==> config.mk <==
export PLATFORM = sky130hd
export DESIGN_NAME = mfp_port
export DESIGN_NICKNAME = d
export VERILOG_FILES = /design/src/hdl/mfp_pkg.sv /design/src/hdl/mfp_pin_mux.sv /design/src/hdl/mfp_port.sv
export VERILOG_INCLUDE_DIRS = /design/src /design/src/hdl
export SDC_FILE = /design/constraint.sdc
export NUM_CORES = 1
export LEC_CHECK = 0
export ABC_AREA = 1
export ABC_CLOCK_PERIOD_IN_PS = 1300
export BUFFER_PORTS_ARGS = -buffer_cell sky130_fd_sc_hd__buf_4
export CAP_MARGIN = 20
export CORE_ASPECT_RATIO = 1.2
export CORE_MARGIN = 5
export CORE_UTILIZATION = 50
export DETAILED_ROUTE_END_ITERATION = 16
export GPL_TIMING_DRIVEN = 0
export PLACE_DENSITY = 0.8
export RECOVER_POWER = 50
export SKIP_LAST_GASP = 1
export SYNTH_ARGS = -nofsm -noshare
export SYNTH_HDL_FRONTEND = slang
export SYNTH_HIERARCHICAL = 1
export SYNTH_SLANG_ARGS = --single-unit
export TNS_END_PERCENT = 1
==> constraint.sdc <==
create_clock -name sys_clk -period 1.3 [get_ports sys_clk]
set_input_delay 0.13 -clock sys_clk [delete_from_list [all_inputs] [get_ports sys_clk]]
set_output_delay 0.13 -clock sys_clk [all_outputs]
set_load 0.005 [all_outputs]
==> src/hdl/mfp_regs.svh <==
// Register indices, field positions and reset values of the multifunction port
`ifndef MFP_REGS_SVH
`define MFP_REGS_SVH

// Register indices; the bus byte address is four times the index
`define MFP_IDX_LATCH     12'h000
`define MFP_IDX_DIR       12'h010
`define MFP_IDX_SEG       12'hFAC
`define MFP_IDX_ROUTE     12'hFBB

// Reset values
`define MFP_RST_LATCH     8'h00
`define MFP_RST_DIR       8'h00
`define MFP_RST_SEG       8'h00
`define MFP_RST_ROUTE     2'h0

// Routing register fields
`define MFP_ROUTE_UART    0
`define MFP_ROUTE_SIO     1

// Port bit assignment of the shared functions
`define MFP_BIT_RX        0
`define MFP_BIT_TX        1
`define MFP_BIT_INT_LO    2
`define MFP_BIT_INT_HI    4
`define MFP_BIT_SI        5
`define MFP_BIT_SO        6
`define MFP_BIT_SCK       7

`endif

==> src/hdl/mfp_pkg.sv <==
// Types shared by the multifunction port modules
package mfp_pkg;

    // Outputs of the UART and serial engines toward the pins
    typedef struct packed {
        logic uart_tx;      // UART transmit
        logic sio_out;      // Serial data out
        logic sio_clk_out;  // Serial clock out
        logic sio_clk_oe;   // Serial clock driven (master)
    } mfp_func_out_type;

    // Pin levels handed to the UART, serial engine and interrupt logic
    typedef struct packed {
        logic       uart_rx;     // UART receive
        logic       sio_in;      // Serial data in
        logic       sio_clk_in;  // Serial clock in
        logic [2:0] ext_int;     // External interrupts three to one
    } mfp_func_in_type;

    // Levels of the alternate pins on the other ports
    typedef struct packed {
        logic uart_rx;   // Port-three bit 7
        logic sio_in;    // Port-four bit 0
        logic sio_clk;   // Port-four bit 2
    } mfp_alt_in_type;

    // Whole state of the port block
    typedef struct packed {
        logic [7:0]       latch;        // Output latch
        logic [7:0]       dir;          // Direction, 1 = output
        logic [7:0]       seg;          // Segment select
        logic [1:0]       route;        // Pin routing select
        logic [7:0]       pin_s1;       // Pin synchroniser stage 1
        logic [7:0]       pin_s2;       // Pin synchroniser stage 2
        mfp_alt_in_type   alt_s1;       // Alternate pin stage 1
        mfp_alt_in_type   alt_s2;       // Alternate pin stage 2
        logic [7:0]       pin_out;      // Registered pin drive
        logic [7:0]       pin_oe;       // Registered pin enable
        mfp_func_in_type  func_in;      // Registered peripheral inputs
        mfp_func_out_type alt_out;      // Registered alternate drive
        logic [31:0]      readdata;     // Bus read data
        logic             waitrequest;  // Bus wait
    } mfp_state_type;

endpackage

==> src/hdl/mfp_pin_mux.sv <==
// Per-pin function multiplexer of the multifunction port
`timescale 1ns/1ps
`default_nettype none
`include "mfp_regs.svh"

module mfp_pin_mux (
    input  wire logic [7:0]                latch,
    input  wire logic [7:0]                dir,
    input  wire logic [7:0]                seg,
    input  wire logic [1:0]                route,
    input  wire logic [7:0]                lcd_seg,
    input  wire logic [7:0]                pin_level,
    input  wire mfp_pkg::mfp_func_out_type func_out,
    input  wire mfp_pkg::mfp_alt_in_type   alt_level,
    output logic [7:0]                     pin_out,
    output logic [7:0]                     pin_oe,
    output logic [7:0]                     port_read,
    output var mfp_pkg::mfp_func_in_type   func_in,
    output var mfp_pkg::mfp_func_out_type  alt_out
);
    import mfp_pkg::*;

    logic [7:0] func_mask;  // Peripheral gating of latch bits

    // Functions routed to this port gate the latch, which must hold 1
    always_comb begin
        func_mask = 8'hFF;
        if (!route[`MFP_ROUTE_UART]) begin
            func_mask[`MFP_BIT_TX] = func_out.uart_tx;
        end
        if (!route[`MFP_ROUTE_SIO]) begin
            func_mask[`MFP_BIT_SO]  = func_out.sio_out;
            func_mask[`MFP_BIT_SCK] = func_out.sio_clk_out;
        end
    end

    assign pin_out = (seg & lcd_seg) | (~seg & latch & func_mask);
    assign pin_oe  = seg | dir;

    assign port_read = (dir & latch) | (~dir & ~seg & pin_level);

    always_comb begin
        func_in.ext_int    = pin_level[`MFP_BIT_INT_HI:`MFP_BIT_INT_LO];
        func_in.uart_rx    = route[`MFP_ROUTE_UART] ? alt_level.uart_rx : pin_level[`MFP_BIT_RX];
        func_in.sio_in     = route[`MFP_ROUTE_SIO] ? alt_level.sio_in : pin_level[`MFP_BIT_SI];
        func_in.sio_clk_in = route[`MFP_ROUTE_SIO] ? alt_level.sio_clk : pin_level[`MFP_BIT_SCK];
    end

    // alternate pins idle high when not routed there
    always_comb begin
        alt_out.uart_tx     = route[`MFP_ROUTE_UART] ? func_out.uart_tx : 1'b1;
        alt_out.sio_out     = route[`MFP_ROUTE_SIO] ? func_out.sio_out : 1'b1;
        alt_out.sio_clk_out = route[`MFP_ROUTE_SIO] ? func_out.sio_clk_out : 1'b1;
        alt_out.sio_clk_oe  = route[`MFP_ROUTE_SIO] & func_out.sio_clk_oe;
    end

endmodule // mfp_pin_mux

`default_nettype wire

==> src/hdl/mfp_port.sv <==
// Multifunction port zero with pin routing, Avalon-MM register slave
`timescale 1ns/1ps
`default_nettype none
`include "mfp_regs.svh"

// Summary of operation
// - Each pin's direction set by its own bit
// - Segment bit 1 forces LCD segment drive
// - Reset clears latch, direction, segment registers
// - Input pins read back live pin level
// - Segment input pins read back zero
// - Output pins read back latch contents
// - Bit read-modify-write copies pin levels into latch
// - Routing bit 1 moves serial pins
// - Routing bit 0 moves UART pins
// - Pins sampled on read, outputs change on write
// - Outputs latched, inputs pass two synchroniser stages
module mfp_port (
    input  wire logic                      sys_clk,
    input  wire logic                      nrst,
    input  wire logic [13:0]               avs_address,
    input  wire logic                      avs_read,
    input  wire logic                      avs_write,
    input  wire logic [3:0]                avs_byteenable,
    input  wire logic [31:0]               avs_writedata,
    output logic [31:0]                    avs_readdata,
    output logic                           avs_waitrequest,
    input  wire logic [7:0]                pin_in,
    output logic [7:0]                     pin_out,
    output logic [7:0]                     pin_oe,
    input  wire logic [7:0]                lcd_seg,
    input  wire mfp_pkg::mfp_func_out_type func_out,
    output var mfp_pkg::mfp_func_in_type   func_in,
    input  wire mfp_pkg::mfp_alt_in_type   alt_in,
    output var mfp_pkg::mfp_func_out_type  alt_out
);
    import mfp_pkg::*;

    // Reset image of the whole state
    localparam mfp_state_type ST_RESET = '{
        latch       : `MFP_RST_LATCH,
        dir         : `MFP_RST_DIR,
        seg         : `MFP_RST_SEG,
        route       : `MFP_RST_ROUTE,
        pin_s1      : 8'h00,
        pin_s2      : 8'h00,
        alt_s1      : 3'h0,
        alt_s2      : 3'h0,
        pin_out     : 8'h00,
        pin_oe      : 8'h00,
        func_in     : 6'h00,
        alt_out     : 4'hE,
        readdata    : 32'h0000_0000,
        waitrequest : 1'b1
    };

    mfp_state_type    st_q;       // Registered state
    mfp_state_type    st_d;       // Next state
    logic [7:0]       mux_out;    // Pin drive from the multiplexer
    logic [7:0]       mux_oe;     // Pin enable from the multiplexer
    logic [7:0]       port_read;  // Data register read value
    mfp_func_in_type  mux_fin;    // Peripheral inputs from the multiplexer
    mfp_func_out_type mux_alt;    // Alternate pin drive from the multiplexer
    logic             req_new;    // Request seen, answer not yet given
    logic             req_done;   // Request completes at this edge
    logic             wr_lane0;   // Write to the low byte completes

    // Byte address of a register index matches the bus address
    function automatic logic hits(input logic [13:0] addr, input logic [11:0] idx);
        return addr == {idx, 2'b00};
    endfunction

    // Read value of an address, narrow data in the low byte
    function automatic logic [31:0] read_word(input logic [13:0] addr, input mfp_state_type s,
                                              input logic [7:0] pread);
        logic [31:0] w;
        w = 32'h0000_0000;
        if (hits(addr, `MFP_IDX_LATCH)) begin
            w[7:0] = pread;
        end else if (hits(addr, `MFP_IDX_DIR)) begin
            w[7:0] = s.dir;
        end else if (hits(addr, `MFP_IDX_SEG)) begin
            w[7:0] = s.seg;
        end else if (hits(addr, `MFP_IDX_ROUTE)) begin
            w[1:0] = s.route;
        end
        return w;
    endfunction

    // Pin function multiplexer works on the synchronised levels
    mfp_pin_mux u_mux (
        .latch     (st_q.latch),
        .dir       (st_q.dir),
        .seg       (st_q.seg),
        .route     (st_q.route),
        .lcd_seg   (lcd_seg),
        .pin_level (st_q.pin_s2),
        .func_out  (func_out),
        .alt_level (st_q.alt_s2),
        .pin_out   (mux_out),
        .pin_oe    (mux_oe),
        .port_read (port_read),
        .func_in   (mux_fin),
        .alt_out   (mux_alt)
    );

    // Bus handshake terms
    assign req_new  = (avs_read | avs_write) & st_q.waitrequest;
    assign req_done = (avs_read | avs_write) & ~st_q.waitrequest;
    assign wr_lane0 = avs_write & ~st_q.waitrequest & avs_byteenable[0];

    // Next state of the whole block
    always_comb begin
        st_d = st_q;
        // pins sampled without a latch, two stages
        st_d.pin_s1 = pin_in;
        st_d.pin_s2 = st_q.pin_s1;
        st_d.alt_s1 = alt_in;
        st_d.alt_s2 = st_q.alt_s1;
        // Outputs registered from the multiplexer
        st_d.pin_out = mux_out;
        st_d.pin_oe  = mux_oe;
        st_d.func_in = mux_fin;
        st_d.alt_out = mux_alt;
        // One-cycle wait, then a one-cycle answer
        st_d.waitrequest = 1'b1;
        if (req_new) begin
            // pin sampled in the read cycle
            st_d.waitrequest = 1'b0;
            st_d.readdata    = avs_read ? read_word(avs_address, st_q, port_read) : 32'h0000_0000;
        end
        // bit RMW writes back pin levels read
        if (wr_lane0) begin
            if (hits(avs_address, `MFP_IDX_LATCH)) begin
                st_d.latch = avs_writedata[7:0];
            end else if (hits(avs_address, `MFP_IDX_DIR)) begin
                st_d.dir = avs_writedata[7:0];
            end else if (hits(avs_address, `MFP_IDX_SEG)) begin
                st_d.seg = avs_writedata[7:0];
            end else if (hits(avs_address, `MFP_IDX_ROUTE)) begin
                st_d.route = avs_writedata[1:0];
            end
        end
    end

    // State register
    always_ff @(posedge sys_clk or negedge nrst) begin
        if (!nrst) begin
            st_q <= ST_RESET;
        end else begin
            st_q <= st_d;
        end
    end

    // Outputs straight from the state register
    assign avs_readdata    = st_q.readdata;
    assign avs_waitrequest = st_q.waitrequest;
    assign pin_out         = st_q.pin_out;
    assign pin_oe          = st_q.pin_oe;
    assign func_in         = st_q.func_in;
    assign alt_out         = st_q.alt_out;
endmodule // mfp_port

`default_nettype wire

Word level (Yosys, flattened, before mapping). Index checks and enable logic that the tools add are counted.

Register bits: 83. Latch bits: 0. RAM bits: 0. Bits in read-only memories: 0. Logic and storage cells: 67. Memories kept: 0.

Add/sub/neg operators: 0. Multiply operators: 0. Div/mod/pow operators: 0. Order comparisons: 0. Equality and inequality tests: 3. Shift-type cells: 0. Mux-type cells: 15. Bitwise operators: 20. Reductions and logical operators: 5.

Operator list (number): AND 8 bit (6); == test 14 bit, second input constant (2); 2-to-1 mux 8 bit (3); bitwise OR 8 bit (3); NOT 8 bit (2); == test 14 x 7 -> 1 bit, second input constant (1); logical NOT 14 bit (1); 2-to-1 mux 1 bit (8); 2-to-1 mux 2 bit (3); 2-to-1 mux 6 bit (1); AND reduction 5 bit (1); AND 1 bit (4); NOT 1 bit (4); AND reduction 4 bit (1); AND reduction 3 bit (1); AND reduction 2 bit (1); bitwise OR 1 bit (1).

Depth between registers and ports, before layout.
Depth after elaboration: 6. Mapped depth: 11.

Cells and area by module. The synthesis kept the hierarchy.

By module, submodules not included: mfp_port (times used 1, cells each 329, area each 3583.4 sq um, sequential area each 2082.0 sq um); mfp_pin_mux (times used 1, cells each 103, area each 422.9 sq um, sequential area each 0.0 sq um).

Worst setup path after synthesis. Ideal clock, no wire load.

Path type: input to register. From: input avs_address[13]. To: register st_q[104] (netlist name). Setup time: 0.120 ns. Arrival: 1.036 ns. Slack: 0.144 ns. Stages on the path: 8. Path through: or2_4 -> nor2_8 -> nand2_8 -> inv_6 -> nand2_4 -> buf_6 -> nand2_2 -> o21ai_2.

Longest elaborated chain between the ends: 2.

RTL lines: start: declaration (RTL line mfp_port.sv:21) `input wire logic [13:0] avs_address,`; logical NOT 14 bit (RTL line mfp_port.sv:70) `return addr == {idx, 2'b00};`; AND reduction 2 bit (no line); end signal: assignment (RTL line mfp_port.sv:151) `st_q <= st_d;`; end: declaration (RTL line mfp_port.sv:57) `mfp_state_type st_q;`.

Every way passes these cells. A chain may end at the register's enable or synchronous reset.

Worst setup path in the final report.
From: register st_q (netlist bit avs_waitrequest). To: register st_q[95] (netlist name).

Longest elaborated chain between the ends: 4.

RTL lines: NOT 1 bit (RTL line mfp_port.sv:110) `assign wr_lane0 = avs_write & ~st_q.waitrequest & avs_byteenable[0];`; AND 1 bit (2 in series) (RTL line mfp_port.sv:110); AND reduction 3 bit (no line).

Every way passes these cells.

==> metrics.md <==
| Metric | Value |
|---|---|
| Status | finished clean |
| Post-route worst setup slack | 27.2 ps |
| Psw | 1.11 mW |
| Initial antenna violation count | 0 |
| Layout Nets | 657 |
| Period utilisation layout | 0.979 |
| Buf/Inv on CP | 2 |
| # diodes | 0 |
| FMAX | 786 MHz |
| Async SR Flop Fraction | 1.00 |
| Clock buffer depth | 2 |
| Worst path required time | 1540 ps |
| Min Tclk post-route | 1270 ps |
| Setup Skew | 5.43 ps |
| # clock sinks | 83 |
| CP Capture Type | flop |
| Area leader, netlist | dfrtp_1 |
| Top layer in use | met4 |
| Dpl ws | -151 ps |
| Chip Height | 108 um |
| Wl on met1 | 3.15 mm |
| Largest net degree at the start of global routing | 84 |
| Hold path cells | 3 |
| CTS tree | built |
| Total grt overflow | 0 |
| CTS clock-pin slew for the worst setup and hold paths | 80 ps |
| Leakage power figure | 3.01 nW |
| Post-Route WL | 8.41 mm |
| Clk_lat worst skew | 350 ps |
| Initial DRC count | 119 |
| CP max-delay cell | dfstp_2 |
| Via count | 3,004 |
| Internal power | 4.23 mW |
| Logic pwr share | 0.093 |
| GP Congestion | 0.792 |
| Sequential share of power | 0.496 |
| Ports | 136 |
| Root buffer cell | clkbuf_8 |
| Sw frac | 0.208 |
| RSZ-0062 raised after global routing | yes |
| Reg2reg start | avs_waitrequest$_DFF_PN1_ |
| Post-synth EDFFs | 0 |
| First-pass GRT wire length | 14.1 mm |
| Final Cell Area | 5410 um2 |
| Hold WC Path Type | in -> reg |
| Reg2reg setup slack | 30 ps |
| Area Growth Syn to Fin | 34.9% |
| Final setup viols | 0 |
| Clk pwr share | 0.411 |
| Dpl hpwl | 5.91 mm |
| Primary FF master, synth | dfrtp_1 |
| FF-to-FF path depth | 6 |
| Ranking of synthesized cells by area | dfrtp_1 49%, nand2_1 12%, buf_4 11% |
| Row count | 35 |
| Count leader, synth | nand2_1 |
| Die area | 9910 um2 |
| CTS H-tree depth | 3 |
| Total power | 5.34 mW |
| Core utilization of the finished layout | 0.697 |
| Met2 WL | 4.42 mm |
| Netlist cell types | 28 |
| Inserted Clock Buffers | 9 |
| Yosys warnings | 6 |
| Drt via density | 4.44 |
| HP Start | avs_writedata[7] |
| CP max stage delay | 390 ps |
| Crit-path cells | buf_12, nor2_8, nand2_4, nor2_8, buf_12, a21oi_2 |
| Delay-heaviest family, CP | simple AND/OR/NAND/NOR gates |
| Post-synth top cells | 132 x nand2_1, 79 x dfrtp_1, 61 x buf_4, 45 x inv_1, 28 x nand3_1 |
| Share of cells above drive strength 1 | 0.381 |
| All-Layer GR Usage | 0.180 |
| Initial Utilization | 0.517 |
| Worst Setup SP | avs_waitrequest$_DFF_PN1_ |
| Drt drc | 0 |
| Chip width | 91.7 um |
| Peak VDD IR | 0.000994 V |
| Port Buffers | 83 |
| Top cell type's share of synthesized area | 0.493 |
| Power Dens Cells | 988 nW/um2 |
| CP max FO | 10 |
| Sequential share of the synthesized area | 0.520 |
| R2r endpoint | st_q[95]$_DFFE_PN0P_ |
| Core box area | 7750 um2 |
| Synthesized instance count | 432 |
| Avg Cell Area, Syn | 9.27 um2 |
| CP Class | reg -> reg |
| Worst Path Arrival | 1510 ps |
| TritonRoute pass-1 iters | 4 |
| Fin. max-slew vios | 0 |
| Worst Hold End | st_q[98]$_DFFE_PN0P_ |
| Synthesized area | 4010 um2 |
| Wirelength per Cell | 12.4 um |
| Number of global-route vias before repair | 3,098 |
| DP Area | 4830 um2 |
| DR WL met3 | 537 um |
| Setup TNS | 0 ps |
| ANT nets after route | 0 |
| Maxcap violations | 0 |
| Final Hold Viols | 0 |
| Worst Setup Start Kind | flop |
| Fill cells | 617 |
| Synthesized flop and latch total | 83 |
## tightest hold or removal path: stages
cell	delay (ps)
buf_4	70
inv_1	70
a21oi_2	110
## worst max path at each step
| stage | end | slack (ps) | cells after the start |
|---|---|---|---|
| after floorplan | st_q[104]$_DFFE_PN0P_ | 140 | 8 |
| after global placement | st_q[89]$_DFFE_PN0P_ | -110 | 10 |
| after detailed placement | st_q[89]$_DFFE_PN0P_ | -150 | 10 |
| after CTS | avs_readdata[4]$_DFFE_PN0P_ | 6 | 5 |
| after global routing | st_q[97]$_DFFE_PN0P_ | -40 | 6 |
| final | st_q[95]$_DFFE_PN0P_ | 30 | 6 |
## cells in the final DEF (no fill, tap or decap), types with 2 or more instances in the layout
cell type,Yosys,routed
a21oi_2,6,6
buf_12,1,2
buf_4,61,132
bufinv_16,0,3
clkbuf_1,1,3
clkbuf_4,0,15
clkbuf_8,0,10
clkinv_1,0,2
clkinv_2,0,2
conb_1,1,24
dfrtp_1,79,79
dfstp_2,4,4
dlygate4sd3_1,0,26
inv_1,45,45
inv_2,5,3
nand2_1,132,132
nand2_2,5,5
nand2_4,5,5
nand3_1,28,28
nand4_1,2,2
nor2_1,16,16
nor2_2,2,2
nor2_4,5,5
nor2_8,3,3
o21ai_0,4,4
o21ai_2,18,18
## sequential cells by signal, summed over array words and instances, names as in the netlist
register         cells
alt_out              4
func_in              6
st_q                37
st_d                11
pin_oe               8
avs_waitrequest      1
pin_out              8
avs_readdata         8
## stage by stage
step           instances  hold WS [ps]
6_report             677          79.2
5_1_grt              677          83.7
4_1_cts              672          68.2
3_5_place_dp         630           241
3_3_place_gp         630           239
2_1_floorplan        455          -166
## per-layer routing
layer	up-vias	GRT usage
met3	25	0.0424
met4	0	0.0860
met1	1351	0.201
met5	-	0
met2	98	0.324
li1	1530	-
## timing repair
item | CTS | global route
pin swaps | 0 | 2
buffers inserted | 0 | 4
gates resized for setup | 1 | 1
hold endpoints to repair | 104 | 0
setup endpoints to repair | 3 | 7
hold buffers | 26 | 0
## logic make-up after synthesis
kind of cell | synth area share
AOI/OAI and AO/OA | 0.0587
and+or+nand+nor | 0.242
other | 0.000936
buffers and inverters | 0.178
DFF | 0.520
## power groups by stage
stage	combinational (mW)	sequential, mW	clock (mW)
after floorplan	0.190	2.70	0
after global placement	0.396	2.70	0
after detailed placement	0.405	2.71	0
after CTS	0.471	2.66	2.25
after global routing	0.553	2.66	2.38
final	0.497	2.65	2.19
## area by class of cell
class	count	area, um2	share of cell area
sequential	83	2080	0.385
multi-input combinational	254	1300	0.240
timing repair buffer	114	950	0.176
buffer	66	515	0.0954
inverter	52	205	0.0380
clock buffer	11	141	0.0262
tap	92	115	0.0213
clock inverter	5	100	0.0185
Note: power is estimated with default switching activity, not from simulation.
